**src/verilog/timer_unit_pkg.sv**
```systemverilog
// constants shared by the two-timer configuration block and its bench monitor.
// assumes a 32-bit apb register bus with word-aligned byte addresses.
package timer_unit_pkg;

    localparam int ADDR_W = 12;
    localparam int DATA_W = 32;

    // register byte addresses
    localparam logic [11:0] FIRST_RUN_ADDR = 12'h000;
    localparam logic [11:0] FIRST_MODE_ADDR = 12'h008;
    localparam logic [11:0] CLOCK_ENABLE_ADDR = 12'h050;
    localparam logic [11:0] UNIT_MODE_ADDR = 12'h054;
    localparam logic [11:0] SECOND_RUN_ADDR = 12'h100;
    localparam logic [11:0] SECOND_MODE_ADDR = 12'h108;
    localparam logic [11:0] FIRST_COUNT_ADDR = 12'h200;
    localparam logic [11:0] SECOND_COUNT_ADDR = 12'h204;

    // timer_clock_enable fields
    localparam int SECOND_GATE_BIT = 7;
    localparam int FIRST_GATE_BIT = 6;
    localparam int HALT_KEEP_BIT = 5;

    // unit_mode_config fields
    localparam int MODE_LSB = 0;
    localparam int MODE_W = 3;
    localparam int MODE_RSVD_LSB = 6;
    localparam int MODE_RSVD_W = 2;

    // run register field
    localparam int RUN_BIT = 0;

    // count clock select field of each timer's mode register
    localparam int CLK_SEL_LSB = 0;
    localparam int CLK_SEL_W = 4;

    localparam logic [2:0] MODE_SECOND_ONLY = 3'h1;
    localparam logic [2:0] MODE_FIRST_ONLY = 3'h2;
    localparam logic [2:0] MODE_BOTH = 3'h3;
    localparam logic [2:0] MODE_LOCK_CH0 = 3'h6;
    localparam logic [2:0] MODE_LOCK_ALL = 3'h7;

    localparam logic [31:0] REG_RESET = 32'h0000_0000;
    localparam int PRESCALE_W = 16;

endpackage

```
**src/verilog/up_counter.sv**
```systemverilog
// one timer's up-counter: counts prescaled ticks while running.
// assumes tick, run and freeze come from logic on mclk.
`timescale 1ns/10ps
module up_counter #(
    parameter int CNT_W = 16
) (
    input wire logic mclk,
    input wire logic nrst,
    input wire logic run,
    input wire logic tick,
    input wire logic freeze,
    output logic [CNT_W-1:0] count
);

    generate
        if (CNT_W < 1 || CNT_W > 32) begin : g_bad_width
            $error("up_counter width must be 1 to 32");
        end
    endgenerate

    logic [CNT_W-1:0] next_count;

    // a stopped counter is held at zero, a frozen one keeps its value
    assign next_count = !run ? '0 : (tick && !freeze) ? count + 1'b1 : count;

    always_ff @(posedge mclk or negedge nrst) begin
        if (!nrst) begin
            count <= '0;
        end else begin
            count <= next_count;
        end
    end

endmodule

```
**src/verilog/timer_unit_config.sv**
```systemverilog
// global configuration of a two-timer unit: clock gates, debug-halt freeze,
// unit mode decode, count clock sharing, run control and the two up-counters.
// assumes an apb master on mclk; dbg_halt and the update events come from mclk logic.
//
// The implementer's own choices: the APB slave port and the register offsets.
`timescale 1ns/10ps
module timer_unit_config #(
    parameter int CNT_W = 16
) (
    input wire logic mclk,
    input wire logic nrst,
    input wire logic psel,
    input wire logic penable,
    input wire logic pwrite,
    input wire logic [timer_unit_pkg::ADDR_W-1:0] paddr,
    input wire logic [timer_unit_pkg::DATA_W-1:0] pwdata,
    output logic [timer_unit_pkg::DATA_W-1:0] prdata,
    output logic pready,
    output logic pslverr,
    input wire logic dbg_halt,
    input wire logic first_own_ch0_update,
    input wire logic second_output_channel_zero_update,
    input wire logic second_any_update,
    output logic first_output_channel_zero_update,
    output logic second_timer_clock_gate,
    output logic first_timer_clock_gate,
    output logic first_pulse_mode,
    output logic second_pulse_mode,
    output logic interlocked,
    output logic first_prescaled_clock,
    output logic second_prescaled_clock,
    output logic first_running,
    output logic second_running,
    output logic [CNT_W-1:0] first_count,
    output logic [CNT_W-1:0] second_count
);

    generate
        if (CNT_W < 1 || CNT_W > 32) begin : g_bad_width
            $error("timer_unit_config counter width must be 1 to 32");
        end
    endgenerate

    // ---------------------------------------------------------------
    // registers
    // ---------------------------------------------------------------
    logic [2:0] clock_enable;
    logic [timer_unit_pkg::MODE_W-1:0] unit_mode;
    logic [timer_unit_pkg::MODE_RSVD_W-1:0] mode_rsvd;
    logic [timer_unit_pkg::CLK_SEL_W-1:0] first_clk_sel;
    logic [timer_unit_pkg::CLK_SEL_W-1:0] second_clk_sel;
    logic first_run_bit;
    logic second_run_bit;

    // ---------------------------------------------------------------
    // apb decode
    // ---------------------------------------------------------------
    wire [11:0] addr12 = paddr[11:0];
    wire hit_first_run = addr12 == timer_unit_pkg::FIRST_RUN_ADDR;
    wire hit_first_mode = addr12 == timer_unit_pkg::FIRST_MODE_ADDR;
    wire hit_enable = addr12 == timer_unit_pkg::CLOCK_ENABLE_ADDR;
    wire hit_unit_mode = addr12 == timer_unit_pkg::UNIT_MODE_ADDR;
    wire hit_second_run = addr12 == timer_unit_pkg::SECOND_RUN_ADDR;
    wire hit_second_mode = addr12 == timer_unit_pkg::SECOND_MODE_ADDR;
    wire hit_first_count = addr12 == timer_unit_pkg::FIRST_COUNT_ADDR;
    wire hit_second_count = addr12 == timer_unit_pkg::SECOND_COUNT_ADDR;
    wire mapped = hit_first_run | hit_first_mode | hit_enable | hit_unit_mode
        | hit_second_run | hit_second_mode | hit_first_count | hit_second_count;
    // counter readback is read-only, so a write there is refused too
    wire refused = !mapped || (pwrite && (hit_first_count || hit_second_count));

    // no wait state: read data is captured at the setup edge so prdata is a flop
    wire setup_phase = psel && !penable;
    wire write_take = psel && penable && pwrite && !refused;

    assign pready = psel && penable;
    assign pslverr = psel && penable && refused;

    // ---------------------------------------------------------------
    // mode decode
    // ---------------------------------------------------------------
    wire mode_second_only = unit_mode == timer_unit_pkg::MODE_SECOND_ONLY;
    wire mode_first_only = unit_mode == timer_unit_pkg::MODE_FIRST_ONLY;
    wire mode_both = unit_mode == timer_unit_pkg::MODE_BOTH;
    wire mode_lock_ch0 = unit_mode == timer_unit_pkg::MODE_LOCK_CH0;
    wire mode_lock_all = unit_mode == timer_unit_pkg::MODE_LOCK_ALL;

    assign interlocked = mode_lock_ch0 || mode_lock_all;
    // reserved and prohibited codes leave both timers idle
    assign first_pulse_mode = mode_first_only || mode_both || interlocked;
    assign second_pulse_mode = mode_second_only || mode_both || interlocked;

    // first timer's ch0 update source
    assign first_output_channel_zero_update = mode_lock_ch0 ? second_output_channel_zero_update
        : mode_lock_all ? second_any_update
        : first_own_ch0_update;

    // ---------------------------------------------------------------
    // clock gates and debug freeze
    // ---------------------------------------------------------------
    assign second_timer_clock_gate = clock_enable[2];
    assign first_timer_clock_gate = clock_enable[1];
    wire halt_keep = clock_enable[0];
    // only the up-counters stop; the prescalers keep their phase
    wire freeze = dbg_halt && !halt_keep;

    // ---------------------------------------------------------------
    // prescalers: tick once every 2**select cycles of mclk
    // ---------------------------------------------------------------
    logic [timer_unit_pkg::PRESCALE_W-1:0] first_pre;
    logic [timer_unit_pkg::PRESCALE_W-1:0] second_pre;
    wire [timer_unit_pkg::PRESCALE_W-1:0] first_mask =
        timer_unit_pkg::PRESCALE_W'((17'h1 << first_clk_sel) - 17'h1);
    wire [timer_unit_pkg::PRESCALE_W-1:0] second_mask =
        timer_unit_pkg::PRESCALE_W'((17'h1 << second_clk_sel) - 17'h1);
    wire first_tick_raw = (first_pre & first_mask) == first_mask;
    wire second_tick_raw = (second_pre & second_mask) == second_mask;

    wire first_tick = first_timer_clock_gate && first_tick_raw;
    // interlocked: second timer takes the first timer's prescaled clock
    wire second_tick = second_timer_clock_gate && (interlocked ? first_tick_raw : second_tick_raw);

    always_ff @(posedge mclk or negedge nrst) begin
        if (!nrst) begin
            first_pre <= '0;
            second_pre <= '0;
            first_prescaled_clock <= 1'b0;
            second_prescaled_clock <= 1'b0;
        end else begin
            // a gated-off timer's prescaler holds still
            if (first_timer_clock_gate) begin
                first_pre <= first_pre + 1'b1;
            end
            if (second_timer_clock_gate) begin
                second_pre <= second_pre + 1'b1;
            end
            first_prescaled_clock <= first_tick;
            second_prescaled_clock <= second_tick;
        end
    end

    // ---------------------------------------------------------------
    // register writes
    // ---------------------------------------------------------------
    always_ff @(posedge mclk or negedge nrst) begin
        if (!nrst) begin
            clock_enable <= 3'h0;
            unit_mode <= timer_unit_pkg::REG_RESET[timer_unit_pkg::MODE_W-1:0];
            mode_rsvd <= timer_unit_pkg::REG_RESET[timer_unit_pkg::MODE_RSVD_W-1:0];
            first_clk_sel <= timer_unit_pkg::REG_RESET[timer_unit_pkg::CLK_SEL_W-1:0];
            second_clk_sel <= timer_unit_pkg::REG_RESET[timer_unit_pkg::CLK_SEL_W-1:0];
            first_run_bit <= 1'b0;
            second_run_bit <= 1'b0;
        end else if (write_take) begin
            if (hit_enable) begin
                clock_enable <= {pwdata[timer_unit_pkg::SECOND_GATE_BIT],
                    pwdata[timer_unit_pkg::FIRST_GATE_BIT], pwdata[timer_unit_pkg::HALT_KEEP_BIT]};
            end
            if (hit_unit_mode) begin
                unit_mode <= pwdata[timer_unit_pkg::MODE_LSB +: timer_unit_pkg::MODE_W];
                mode_rsvd <= pwdata[timer_unit_pkg::MODE_RSVD_LSB +: timer_unit_pkg::MODE_RSVD_W];
            end
            if (hit_first_mode) begin
                first_clk_sel <= pwdata[timer_unit_pkg::CLK_SEL_LSB +: timer_unit_pkg::CLK_SEL_W];
            end
            if (hit_second_mode) begin
                second_clk_sel <= pwdata[timer_unit_pkg::CLK_SEL_LSB +: timer_unit_pkg::CLK_SEL_W];
            end
            if (hit_first_run) begin
                first_run_bit <= pwdata[timer_unit_pkg::RUN_BIT];
            end
            if (hit_second_run) begin
                second_run_bit <= pwdata[timer_unit_pkg::RUN_BIT];
            end
        end
    end

    // ---------------------------------------------------------------
    // run control and counters
    // ---------------------------------------------------------------
    assign first_running = first_run_bit && first_pulse_mode;
    // interlocked: second run bit is ignored, second follows the first
    assign second_running = interlocked ? first_running : (second_run_bit && second_pulse_mode);

    up_counter #(
        .CNT_W(CNT_W)
    ) u_first_counter (
        .mclk(mclk),
        .nrst(nrst),
        .run(first_running),
        .tick(first_tick),
        .freeze(freeze),
        .count(first_count)
    );

    up_counter #(
        .CNT_W(CNT_W)
    ) u_second_counter (
        .mclk(mclk),
        .nrst(nrst),
        .run(second_running),
        .tick(second_tick),
        .freeze(freeze),
        .count(second_count)
    );

    // ---------------------------------------------------------------
    // read data
    // ---------------------------------------------------------------
    logic [31:0] enable_view;
    logic [31:0] mode_view;
    logic [31:0] first_sel_view;
    logic [31:0] second_sel_view;
    logic [31:0] read_mux;

    always_comb begin
        enable_view = timer_unit_pkg::REG_RESET;
        enable_view[timer_unit_pkg::SECOND_GATE_BIT] = clock_enable[2];
        enable_view[timer_unit_pkg::FIRST_GATE_BIT] = clock_enable[1];
        enable_view[timer_unit_pkg::HALT_KEEP_BIT] = clock_enable[0];
        mode_view = timer_unit_pkg::REG_RESET;
        mode_view[timer_unit_pkg::MODE_LSB +: timer_unit_pkg::MODE_W] = unit_mode;
        mode_view[timer_unit_pkg::MODE_RSVD_LSB +: timer_unit_pkg::MODE_RSVD_W] = mode_rsvd;
        first_sel_view = timer_unit_pkg::REG_RESET;
        first_sel_view[timer_unit_pkg::CLK_SEL_LSB +: timer_unit_pkg::CLK_SEL_W] = first_clk_sel;
        second_sel_view = timer_unit_pkg::REG_RESET;
        second_sel_view[timer_unit_pkg::CLK_SEL_LSB +: timer_unit_pkg::CLK_SEL_W] = second_clk_sel;
    end

    // run registers are write-only and read as zero
    assign read_mux = hit_enable ? enable_view
        : hit_unit_mode ? mode_view
        : hit_first_mode ? first_sel_view
        : hit_second_mode ? second_sel_view
        : hit_first_count ? 32'(first_count)
        : hit_second_count ? 32'(second_count)
        : timer_unit_pkg::REG_RESET;

    always_ff @(posedge mclk or negedge nrst) begin
        if (!nrst) begin
            prdata <= timer_unit_pkg::REG_RESET;
        end else if (setup_phase) begin
            prdata <= (pwrite || refused) ? timer_unit_pkg::REG_RESET : read_mux;
        end
    end

endmodule

```
**config.mk**
```make
export PLATFORM = sky130hd
export DESIGN_NAME = timer_unit_config
export DESIGN_NICKNAME = d
export VERILOG_FILES = /design/src/verilog/timer_unit_pkg.sv /design/src/verilog/up_counter.sv /design/src/verilog/timer_unit_config.sv
export SDC_FILE = /design/constraint.sdc
export NUM_CORES = 1
export LEC_CHECK = 0
export BUFFER_PORTS_ARGS = -buffer_cell sky130_fd_sc_hd__clkbuf_2
export CAP_MARGIN = 5
export CORE_ASPECT_RATIO = 1.4
export CORE_MARGIN = 1.5
export CORE_UTILIZATION = 30
export CTS_CLUSTER_DIAMETER = 150
export DETAILED_ROUTE_END_ITERATION = 16
export SLEW_MARGIN = 20
export SYNTH_ARGS = -nofsm -noshare
export SYNTH_HDL_FRONTEND = slang
export SYNTH_HIERARCHICAL = 1
export SYNTH_SLANG_ARGS = --single-unit
```
**constraint.sdc**
```tcl
create_clock -name mclk -period 3.31 [get_ports mclk]
set_clock_uncertainty 0.1 [all_clocks]
set_input_delay 0.662 -clock mclk [delete_from_list [all_inputs] [get_ports mclk]]
set_output_delay 0.662 -clock mclk [all_outputs]
set_load 0.03 [all_outputs]
```
[Word-level counts from Yosys, hierarchy flattened]
Cells that the tools add are included.
Cells by class
  $add $sub $neg: 6
  multipliers: 0
  div/mod/pow operators: 0
  magnitude comparators: 0
  eq/ne operators: 16
  shifts and indexed selects: 2
  muxes and demuxes: 15
  bitwise operators: 9
  reductions and logical operators: 33
Operator list (count)
  16-bit two-way mux: 11
  16-bit by 1-bit adder with 16-bit output (second input constant): 4
  16-bit bitwise AND: 2
  16-bit == test: 2
  1-bit by 4-bit left shift with 16-bit output (first input constant): 2
  16-bit by 1-bit subtractor with 16-bit output (second input constant): 2
  12-bit by 10-bit == test with 1-bit output (second input constant): 2
  12-bit by 7-bit == test with 1-bit output (second input constant): 2
  12-bit by 9-bit == test with 1-bit output (second input constant): 2
  1-bit logical AND: 13
  12-bit by 4-bit == test with 1-bit output (second input constant): 1
  12-bit logical NOT: 1
  2-bit AND reduction: 6
  1-bit logical OR: 8
  1-bit bitwise OR: 7
  3-bit by 2-bit == test with 1-bit output (second input constant): 2
  3-bit == test (second input constant): 2
  1-bit logical NOT: 5
  1-bit two-way mux: 4
  3-bit by 1-bit == test with 1-bit output (second input constant): 1
  2-bit by 1-bit != test with 1-bit output (second input constant): 1
  2-bit != test (second input constant): 1
Storage, ports and cells
  register bits: 116
  bits in latches: 0
  memory bits (writable): 0
  memory bits (read-only): 0
  input bits: 53
  output and inout bits: 76
  word-level logic and storage cells: 95
  memories: 0

[Logic depth before layout (Yosys ltp)]
Gate-level depths: netlist of run 1.
  word-level depth: 13
  mapped depth: 16
  mapped depth without buffers: 13

[Cells and area by module]
The synthesis of run 1 kept the hierarchy.
By module, submodules not included
  timer_unit_config: times used 1, cells an instance 426, area each 3971.3 µm², sequential area each 1651.6 µm²
  up_counter: times used 2, cells an instance 86, area each 865.8 µm², sequential area each 400.4 µm²

[Least setup slack after synthesis of run 1]
No wires, ideal clock.
  path type: register to register
  start: register first_clk_sel[0] in the netlist's numbering
  end: register u_second_counter.count[15]
  setup time: 0.080 ns
  arrival: 2.997 ns
  required time: 3.130 ns
  setup slack: 0.134 ns
  stages on the path, launching flop included: 17
  path buffers: 3
  period minus slack after synthesis: 3.176 ns
  cells stage by stage: dfrtp_1 > clkbuf_1 > nor2_1 > nand2_1 > ha_1 > clkbuf_1 > xnor2_1 > nand4_1 > a21oi_1 > a2111oi_0 > nand4_1 > o22ai_1 > and2b_1 > buf_4 > nand3_1 > nor4_1 > mux2i_1
Between the ends
  cells in the longest elaborated chain, start to end: 8
RTL lines
  from (decl): line timer_unit_config.sv:50  | logic [timer_unit_pkg::CLK_SEL_W-1:0] first_clk_sel;
  from (signal assigned): line timer_unit_config.sv:150  | first_clk_sel <= timer_unit_pkg::REG_RESET[timer_unit_pkg::CLK_SEL_W-1:0];
  from (signal assigned): line timer_unit_config.sv:164  | first_clk_sel <= pwdata[timer_unit_pkg::CLK_SEL_LSB +: timer_unit_pkg::CLK_SEL_W];
  1-bit by 4-bit left shift with 16-bit output (*): line timer_unit_config.sv:113  | timer_unit_pkg::PRESCALE_W'((17'h1 << first_clk_sel) - 17'h1);
  16-bit by 1-bit subtractor with 16-bit output (*): line timer_unit_config.sv:113
  16-bit bitwise AND: line timer_unit_config.sv:116  | wire first_tick_raw = (first_pre & first_mask) == first_mask;
  16-bit == test (*): line timer_unit_config.sv:116
  1-bit two-way mux (*): line timer_unit_config.sv:121  | wire second_tick = second_timer_clock_gate && (interlocked ? first_tick_raw : second_tick_raw);
  1-bit logical AND (*): line timer_unit_config.sv:121
  named net second_tick: line timer_unit_config.sv:121
  1-bit logical AND (*): line up_counter.sv:24  | assign next_count = !run ? '0 : (tick && !freeze) ? count + 1'b1 : count;
  2-bit != test (no source line) (*)
  to (signal assigned): line up_counter.sv:30  | count <= next_count;
  to (decl): line up_counter.sv:12  | output logic [CNT_W-1:0] count
The timed path passes the listed nets; every way through them passes the cells marked *.
A chain may end at the register's enable or synchronous reset.

[Worst setup path after layout of run 1]
  start: register second_clk_sel[2] in the netlist's numbering
  end: register u_second_counter.count[4]
Between the ends
  cells in the longest elaborated chain, start to end: 8
RTL lines
  from (decl): line timer_unit_config.sv:51  | logic [timer_unit_pkg::CLK_SEL_W-1:0] second_clk_sel;
  from (signal assigned): line timer_unit_config.sv:151  | second_clk_sel <= timer_unit_pkg::REG_RESET[timer_unit_pkg::CLK_SEL_W-1:0];
  from (signal assigned): line timer_unit_config.sv:167  | second_clk_sel <= pwdata[timer_unit_pkg::CLK_SEL_LSB +: timer_unit_pkg::CLK_SEL_W];
  1-bit by 4-bit left shift with 16-bit output (*): line timer_unit_config.sv:115  | timer_unit_pkg::PRESCALE_W'((17'h1 << second_clk_sel) - 17'h1);
  16-bit by 1-bit subtractor with 16-bit output (*): line timer_unit_config.sv:115
  16-bit bitwise AND: line timer_unit_config.sv:117  | wire second_tick_raw = (second_pre & second_mask) == second_mask;
  16-bit == test (*): line timer_unit_config.sv:117
  1-bit two-way mux (*): line timer_unit_config.sv:121
  1-bit logical AND (*): line timer_unit_config.sv:121
  named net second_tick: line timer_unit_config.sv:121
  1-bit logical AND (*): line up_counter.sv:24
  2-bit != test (no source line) (*)
Marked as above.

==> flow_summary.yaml, run 1 <==
outcome:
  outcome: "finished clean"
setup_path:
  worstSetupPathType: "reg -> reg"
  critPathTopFamily: "simple AND/OR/NAND/NOR gates"
  crit_path_max_incr_delay_ps: 450
  path_cells: "buf_4, nor2_1, nand2_1, ha_1, nor2b_1, a2111oi_0, o21ai_0, o22ai_1, buf_4, nand4b_4, or3_2, a21oi_1"
  cp_num_buf_inv: 2
  crit_required_ps: 3480
  path_common_cell: "buf_4"
  crit_start: "second_clk_sel[2]"
  cp-start-kind: "flop"
  r2r_start: "second_clk_sel[2]"
  cp.arrival_ps: 3250
  cp-end-kind: "flop"
  cp_max_fo: 11
  crit_slowest_cell: "or3_2"
cts:
  postCtsHoldBufs: 0
  numCtsBuffers: 9
  worstSkewPairLatency_ps: 350
  cts_tree: "built"
  clkSlewWorstSetupHoldPaths_ps: 80
  clock-sinks: 98
  htree_levels: 3
  clock-root-buffer: "clkbuf_16"
  cts_buffer_depth: 2
drt:
  drc: 0
  via_count: 4695
  dr.pass1.iters: 4
  routed_via_density: 4.98
  routedWlPerCell_um: 16.3
  ant_nets: 0
  wl_um: 15400
  drtIter0Drc: 304
sta:
  fin_crit_ps: 3080
  totalNegativeSetupSlack_ps: 0
  finalHoldViolCount: 0
  min_period_over_period: 0.931
  whs_ps: 259
  setup_violations: 0
  fmax_ghz: 0.324
  slew_headroom: 0.531
  drv_slew: 0
  worst_slack_ps: 227
  worst_slew_pin_slew_ps: 704
power:
  peakVddDrop_v: 0.000212
  leakage_nw: 3.09
  power_density_nw_per_um2: 354
yosys:
  synth_top_area_share: 0.430
  postSynthCellCount: 598
  synth-seq-cells: 98
  synth.area.top_cells: "dfrtp_1 43%, xnor2_1 5.2%, nand2_1 4.8%"
  synth_cell_types: 65
  syn_area_per_cell_sq_um: 9.54
  synthFlopType: "dfrtp_1"
  synth_seq_area_share: 0.430
  ys_async_sr_fraction: 1.00
  synth_edf_count: 0
  netlist_area_sq_um: 5700
  yosys.area.top_type: "dfrtp_1"
  ys_warn_count: 6
floorplan:
  die_h_um: 166
  coreArea_sq_um: 18600
  die_x_um: 120
  start_util: 0.307
  dieArea_sq_um: 19900
  rows: 59
  io_pins: 129
placed_design:
  gp_congestion: 0.845
  hpwl_um: 11800
  portBuffers: 87
  dp_cells: 926
  pre_cts_slack_ps: 62.0
layout:
  final_common_cell: "dfrtp_1"
  layout-drive-gt1-share: 0.268
  register_area_sq_um: 2450
  layout_common_cells: "98 x dfrtp_1, 86 x clkbuf_2, 73 x nand2_1"
  area_growth_pct: 19.7
  n_fill_cell: 1942
  final_util: 0.367
  fin_nets: 752
  multiInputGateArea_sq_um: 3040
  stdcell_count: 943
global_routing:
  grt_pass1_vias: 4707
  grt_pass1_wl_um: 25300
  grt_max_degree: 54
  track_usage: 0.160
  grt-ovfl-total: 0
  antenna_found_initial: 1
run:
  cap_violations: 0
min_path:
  hp-class: "in -> async"
cell type report:
class | count | area share
antenna | 1 | 0.000366
clock buffer | 9 | 0.0330
clock inverter | 7 | 0.0121
inverter | 14 | 0.00770
multi-input combinational | 454 | 0.445
sequential | 98 | 0.359
tap | 244 | 0.0447
timing repair buffer | 116 | 0.0978
logic make-up after synthesis:
| logic type | synth area share |
|---|---|
| mux | 0.0678 |
| xor+xnor | 0.0722 |
| buf+inv | 0.0566 |
| other cells | 0.000658 |
| simple gates | 0.259 |
| fa+ha+maj | 0.0132 |
| flops | 0.430 |
| compound gates | 0.101 |
cell usage after synthesis, types with 13 or more instances:
master and number:
a21oi_1 21, buf_4 19, clkbuf_1 20, dfrtp_1 98, inv_1 14, mux2_2 20, mux2i_1 15, nand2_1 73
nand2b_1 14, nand3_1 21, nand4_1 15, nor2_1 45, nor3_1 17, o21ai_0 22, xnor2_1 34, xor2_1 13
report_power, final:
| group | switching (mW) | internal, mW | total (mW) |
|---|---|---|---|
| registers | 0.00142 | 1.20 | 1.20 |
| clock network | 0.493 | 0.600 | 1.09 |
| logic | 0.0925 | 0.0300 | 0.123 |
worst reg2reg max path, delay by kind of cell, from the launching register on:
kind | cells | cell delay (ps)
AND/OR/NAND/NOR | 5 | 970
flip-flops | 1 | 390
AO/OA/AOI/OAI | 4 | 870
adder cells (fa/ha/maj) | 1 | 310
buffers and inverters | 2 | 360
sequential cells by signal (all words and copies together), names as in the netlist:
signal and flops:
clock_enable 3, first_clk_sel 4, first_pre 15, first_prescaled_clock 1, first_run_bit 1, mode_rsvd 2, prdata 16, second_clk_sel 4
second_pre 15, second_prescaled_clock 1, second_run_bit 1, u_first_counter/count 16, u_second_counter/count 16, unit_mode 3
per-stage QoR:
| step | total power [mW] | instance area [sq um] |
|---|---|---|
| floorplan | 1.30 | 5760 |
| global placement | 1.34 | 6470 |
| finish | 2.41 | 6830 |
| detailed placement | 1.35 | 6470 |
| global route | 2.51 | 6830 |
| CTS | 2.44 | 6780 |
timing repair:
item | in CTS | in global routing
endpoints found under the hold margin | 0 | 0
resized for setup | 0 | 9
endpoints found under the setup margin | 0 | 29
buffers inserted | 0 | 0
worst paths after layout:
check | end | slack (ps) | depth (start not counted)
worst max-delay path | u_second_counter/count[4] | 230 | 12
worst min-delay path | second_pre[11] | 260 | 1
worst max register to register | u_second_counter/count[4] | 230 | 12
worst min register to register | prdata[6] | 380 | 1
max in group asynchronous | u_first_counter/count[6] | 2140 | 2
min in group mclk | prdata[6] | 380 | 1
per-layer routing:
layer / wire length (um) / share of wire / up-vias / track usage
met5: 0 / 0 / - / 0
met4: 301 / 0.020 / 0 / 0.0585
met3: 766 / 0.050 / 18 / 0.0367
met2: 7700 / 0.50 / 110 / 0.271
met1: 6600 / 0.43 / 2284 / 0.198
li1: - / - / 2283 / -
Note: power is estimated with default switching activity, not from simulation.
==> run 2: changes to the inputs <==
Settings changed: ABC_AREA from default to 1, CTS_CLUSTER_DIAMETER 150 to 200.
Clock period 3.31 ns to 3.1 ns, I/O delays scaled along.
==> run 2 against run 1 <==
  * Critical path depth down 1
  * Sequential share of layout area down 3.3 points
  * Worst hold slack worse by 160 ps
  * Critical path type is now in -> out
  * First-iteration DRC count down 22%
  * Routed wire length up 19%
  * Core utilization down 1.0 points
  * Critical endpoint is now pslverr
  * Sequential cell count unchanged
  * Register-to-register slack better by 20 ps
  * Largest power group unchanged
  * Global-route usage up 1.1 points
  * Die area up 12%
  * Area after synthesis up 12%
==> flow_summary.yaml, run 2 <==
sta:
  rsz0062_at_grt: "true"
  min_period_over_period: 0.933
  drv_slew: 0
  fin_crit_ps: 2890
  setup_violations: 0
  fmax_ghz: 0.346
  slew_headroom: 0.609
  finalHoldViolCount: 0
  totalNegativeSetupSlack_ps: 0
  worst_slew_pin_slew_ps: 584
setup_path:
  path_cells: "clkbuf_2, nor2_2, nand3_2, nor2_2, nand2_2, nand2_4, nand2_1, inv_1, nor2_1, nor2_1, clkbuf_2"
  worstSetupPathType: "in -> out"
  cp-end-kind: "output pin"
  critPathTopFamily: "simple AND/OR/NAND/NOR gates"
  crit_slowest_cell: "nor2_2"
  crit_required_ps: 2380
  cp_num_buf_inv: 3
  cp_max_fo: 4
  cp.arrival_ps: 2170
  crit_path_max_incr_delay_ps: 330
  cp-start-kind: "input port"
placed_design:
  dp_cells: 1239
  gp_congestion: 0.853
  hpwl_um: 14400
  portBuffers: 87
cts:
  postCtsHoldBufs: 0
  htree_levels: 3
  cts_tree: "built"
  clock-sinks: 98
  cts_buffer_depth: 2
  worstSkewPairLatency_ps: 350
  cts_setup_buffers: 0
  numCtsBuffers: 9
  clock-root-buffer: "clkbuf_16"
  clkSlewWorstSetupHoldPaths_ps: 70
floorplan:
  dieArea_sq_um: 22200
  die_h_um: 176
  rows: 63
  io_pins: 129
  start_util: 0.304
  coreArea_sq_um: 21000
  die_x_um: 126
drt:
  routed_via_density: 4.75
  drtIter0Drc: 236
  wl_um: 18200
  ant_nets: 0
  via_count: 5964
  dr.pass1.iters: 7
  routedWlPerCell_um: 14.5
  drc: 0
layout:
  n_antenna_cell: 0
  stdcell_count: 1255
  largest_registers: "prdata x16, u_first_counter/count x16, u_second_counter/count x16"
  multiInputGateArea_sq_um: 3360
  n_fill_cell: 2180
  final_common_cell: "nand2_1"
  layout_common_cells: "257 x nand2_1, 108 x inv_1, 98 x nor2_1, 98 x dfrtp_1, 86 x clkbuf_2"
  fin_nets: 1049
  register_area_sq_um: 2450
  layout-drive-gt1-share: 0.204
  area_growth_pct: 17.6
  final_util: 0.357
min_path:
  hp-class: "in -> async"
yosys:
  synth_seq_area_share: 0.384
  synthFlopType: "dfrtp_1"
  ys_top_cells_by_count: "257 x nand2_1, 108 x inv_1, 101 x nor2_1"
  netlist_area_sq_um: 6390
  yosys.area.top_type: "dfrtp_1"
  syn_area_per_cell_sq_um: 7.24
  synth_top_area_share: 0.384
  synth_edf_count: 0
  yosysMostFrequentCell: "nand2_1"
  synth.area.top_cells: "dfrtp_1 38%, nand2_1 15%, inv_1 6.3%"
  ys_async_sr_fraction: 1.00
  ys_warn_count: 6
  postSynthCellCount: 883
  synth_cell_types: 45
  synth-seq-cells: 98
global_routing:
  antenna_found_initial: 0
  grt_pass1_vias: 5697
  grt_pass1_wl_um: 29800
  track_usage: 0.171
  grt-ovfl-total: 0
  grt_max_degree: 43
power:
  leakage_nw: 3.96
  fin_total_pwr_mw: 2.57
  power_density_nw_per_um2: 341
  peakVddDrop_v: 0.000231
outcome:
  outcome: "finished clean"
run:
  cap_violations: 0
==> run 2: timing repair <==
| item | CTS | global route |
|---|---|---|
| gates resized for setup | 0 | 4 |
| setup endpoints to repair | 0 | 5 |
| endpoints found under the hold margin | 0 | 0 |
==> run 2: per-layer routing <==
layer  routed length, um  global-route usage
met5                   0                   0
met1                7670               0.204
met2                9400               0.308
met3                 615              0.0235
met4                 531              0.0651
==> run 2: logic make-up after synthesis <==
logic type / after synthesis / synth area share
and+or+nand+nor: 539 / 0.407
buffers and inverters: 147 / 0.0998
DFF: 98 / 0.384
AOI/OAI and AO/OA: 64 / 0.0581
xor gates and xnor gates: 27 / 0.0370
adders and majority gates: 6 / 0.0117
other: 1 / 0.000587
muxes: 1 / 0.00176
==> run 2: stage by stage <==
step / instance area (sq um) / setup WS, ps / hold slack, ps
after floorplan: 6450 / 410 / 224
after global placement: 7200 / 178 / 361
after detailed placement: 7200 / 207 / 369
after CTS: 7510 / 175 / 121
after global routing: 7520 / -4.01 / 132
final: 7520 / 208 / 103
==> run 2: layout make-up <==
type,count,share of cell area
clock buffers,10,0.0318
clock inverters,6,0.00866
inverters,117,0.0584
multi-input cells,653,0.448
flip-flops and latches,98,0.326
well taps,260,0.0433
repair buffers,111,0.0839
==> run 2: worst paths after layout <==
check | start | to | slack (ps) | depth (start not counted)
setup / recovery | paddr[5] | pslverr | 210 | 11
hold / removal | nrst | second_pre[9] | 100 | 1
setup reg to reg | first_clk_sel[1] | u_second_counter/count[14] | 250 | 19
hold reg to reg | mode_rsvd[1] | mode_rsvd[1] | 380 | 2
max in group asynchronous | nrst | prdata[14] | 2070 | 2
min in group mclk | mode_rsvd[1] | mode_rsvd[1] | 380 | 2
==> run 2: worst reg2reg max path, stage by stage, from the launching register on <==
cell and delay (ps):
dfrtp_1 420, nor2_1 190, nand2_1 110, ha_1 300, nor2_1 40, a21oi_1 120
nand3_1 90, a21oi_1 120, nand2_1 90, nor2_2 190, nor2_1 60, nor2_1 110
buf_4 140, nand2_4 80, nand2_1 160, nand3_1 110, nor2_2 140, nand2_1 60
nand2_1 70, nor2_1 40
==> run 2: report_power, final <==
group	switching (mW)	total (mW)	internal [mW]	leakage (nW)
Sequential	0.0000135	1.28	1.28	1.37
Combinational	0.100	0.128	0.0277	2.45
Clock	0.511	1.16	0.650	0.149
==> run 3: changes to the inputs <==
Settings changed: CORE_UTILIZATION 30 to 55, MAX_ROUTING_LAYER from default to met4, PLACE_DENSITY from default to 0.8.
==> run 3 against run 2 <==
  * Cell count is 9.8% lower
  * First-iteration DRC count is 62% higher
  * Core utilization is 29 points higher
  * Cell area is 3.0% lower
  * Sequential cell count stayed put
  * Setup slack better by 55 ps
  * Non-clock buffer count is 6 lower
  * Count of clock-buffer cells in the layout is 1 higher
  * Total power is 5.3% lower
  * Via count is 0.40% higher
  * Highest routed layer unchanged
==> flow_summary.yaml, run 3 (synthesis results as in run 2) <==
layout:
  n_fill_cell: 1022
  largest_registers: "prdata x16, u_first_counter/count x16, u_second_counter/count x16"
  layout_common_cells: "257 x nand2_1, 108 x inv_1, 98 x nor2_1"
  area_growth_pct: 14.1
  fin_nets: 1043
  layout-drive-gt1-share: 0.197
  n_antenna_cell: 0
  final_common_cell: "nand2_1"
  register_area_sq_um: 2450
  multiInputGateArea_sq_um: 3370
setup_path:
  worst-r2r-cell-count: 21
  cp_max_fo: 4
  r2r_start: "second_clk_sel[1]"
  reg2reg_to: "u_second_counter/count[14]"
  worstSetupPathType: "in -> out"
  crit_required_ps: 2380
  cp-end-kind: "output pin"
  reg2reg_slack_ps: 270
  cp-start-kind: "input port"
  cp.arrival_ps: 2120
sta:
  setup_violations: 0
  fin_crit_ps: 2840
  whs_ps: 193
  fmax_ghz: 0.353
  rsz0062_at_grt: "false"
  drv_slew: 0
  worst_slew_pin_slew_ps: 632
  min_period_over_period: 0.915
  slew_headroom: 0.578
  totalNegativeSetupSlack_ps: 0
  finalHoldViolCount: 0
global_routing:
  grt_pass1_vias: 5719
  grt_pass1_wl_um: 26600
  grt_max_degree: 52
  grt-ovfl-total: 0
  antenna_found_initial: 0
  track_usage: 0.286
floorplan:
  dieArea_sq_um: 12300
  rows: 46
  die_h_um: 131
  die_x_um: 94.1
  io_pins: 129
  start_util: 0.564
  coreArea_sq_um: 11300
power:
  power_density_nw_per_um2: 333
  peakVddDrop_v: 0.000220
  p_int_mw: 1.85
  comb_power_share: 0.052
  clockPowerShare: 0.423
  leakage_nw: 3.91
  fin_total_pwr_mw: 2.43
  switching_share: 0.240
  pwr-share-seq: 0.526
  power_switching_mw: 0.584
cts:
  htree_levels: 3
  postCtsHoldBufs: 0
  clock-root-buffer: "clkbuf_16"
  clock-sinks: 98
  numCtsBuffers: 9
  cts_buffer_depth: 2
  clkSlewWorstSetupHoldPaths_ps: 70
  cts_tree: "built"
  worstSkewPairLatency_ps: 340
drt:
  drtIter0Drc: 383
  wl_um: 16100
  dr.pass1.iters: 5
  routed_via_density: 5.29
  via_count: 5988
  routedWlPerCell_um: 14.2
  ant_nets: 0
  drc: 0
placed_design:
  gp_congestion: 0.893
  hpwl_um: 12400
  portBuffers: 87
run:
  cap_violations: 0
outcome:
  outcome: "finished clean"
min_path:
  hp-class: "in -> async"
==> run 3: timing repair <==
action,4_1_cts,5_1_grt
gates resized for setup,0,6
endpoints found under the setup margin,0,12
buffers inserted,0,0
==> run 3: layout make-up <==
type | instances | area share
Tap cell | 144 | 0.0247
Sequential cell | 98 | 0.337
Inverter | 117 | 0.0602
Timing Repair Buffer | 105 | 0.0803
Clock inverter | 4 | 0.00395
Clock buffer | 11 | 0.0319
Multi-Input combinational cell | 653 | 0.462
==> run 3: how the worst max path moves through the flow <==
stage	depth (start not counted)	end	from
after CTS	19	u_second_counter/count[14]	first_clk_sel[2]
after floorplan	17	u_first_counter/count[14]	first_clk_sel[3]
after global placement	19	u_second_counter/count[14]	first_clk_sel[2]
after detailed placement	19	u_second_counter/count[14]	first_clk_sel[2]
final	11	pslverr	paddr[5]
after global routing	19	u_second_counter/count[14]	first_clk_sel[1]
==> run 3: stage by stage <==
stage | utilization | setup slack [ps] | cells | cell area (sq um)
5_1_grt | 0.643 | 14.1 | 1132 | 7290
6_report | 0.643 | 263 | 1132 | 7290
4_1_cts | 0.642 | 129 | 1132 | 7280
3_5_place_dp | 0.619 | 181 | 1117 | 7010
2_1_floorplan | - | 410 | 898 | 6450
3_3_place_gp | 0.619 | 210 | 1117 | 7010
==> run 3: layer usage <==
layer / vias up / GRT usage / routed length, um
li1: 2975 / - / -
met1: 2771 / 0.325 / 6390
met2: 194 / 0.494 / 8220
met3: 48 / 0.0440 / 828
met4: 0 / 0.133 / 653
met5: - / - / 0
==> run 3: worst max-delay path: stages <==
cell	delay, ps
clkbuf_2	90
nor2_2	140
nand3_2	160
nor2_2	280
nand2_2	150
nand2_4	130
nand2_1	110
inv_1	60
nor2_1	50
nor2_1	100
clkbuf_2	230
==> run 3: power groups by stage <==
| stage | combinational (mW) | sequential [mW] | clock [mW] |
|---|---|---|---|
| after CTS | 0.127 | 1.28 | 1.05 |
| after detailed placement | 0.126 | 1.30 | 0 |
| final | 0.125 | 1.28 | 1.03 |
| after global placement | 0.126 | 1.30 | 0 |
| after global routing | 0.140 | 1.28 | 1.09 |
| after floorplan | 0.0763 | 1.30 | 0 |
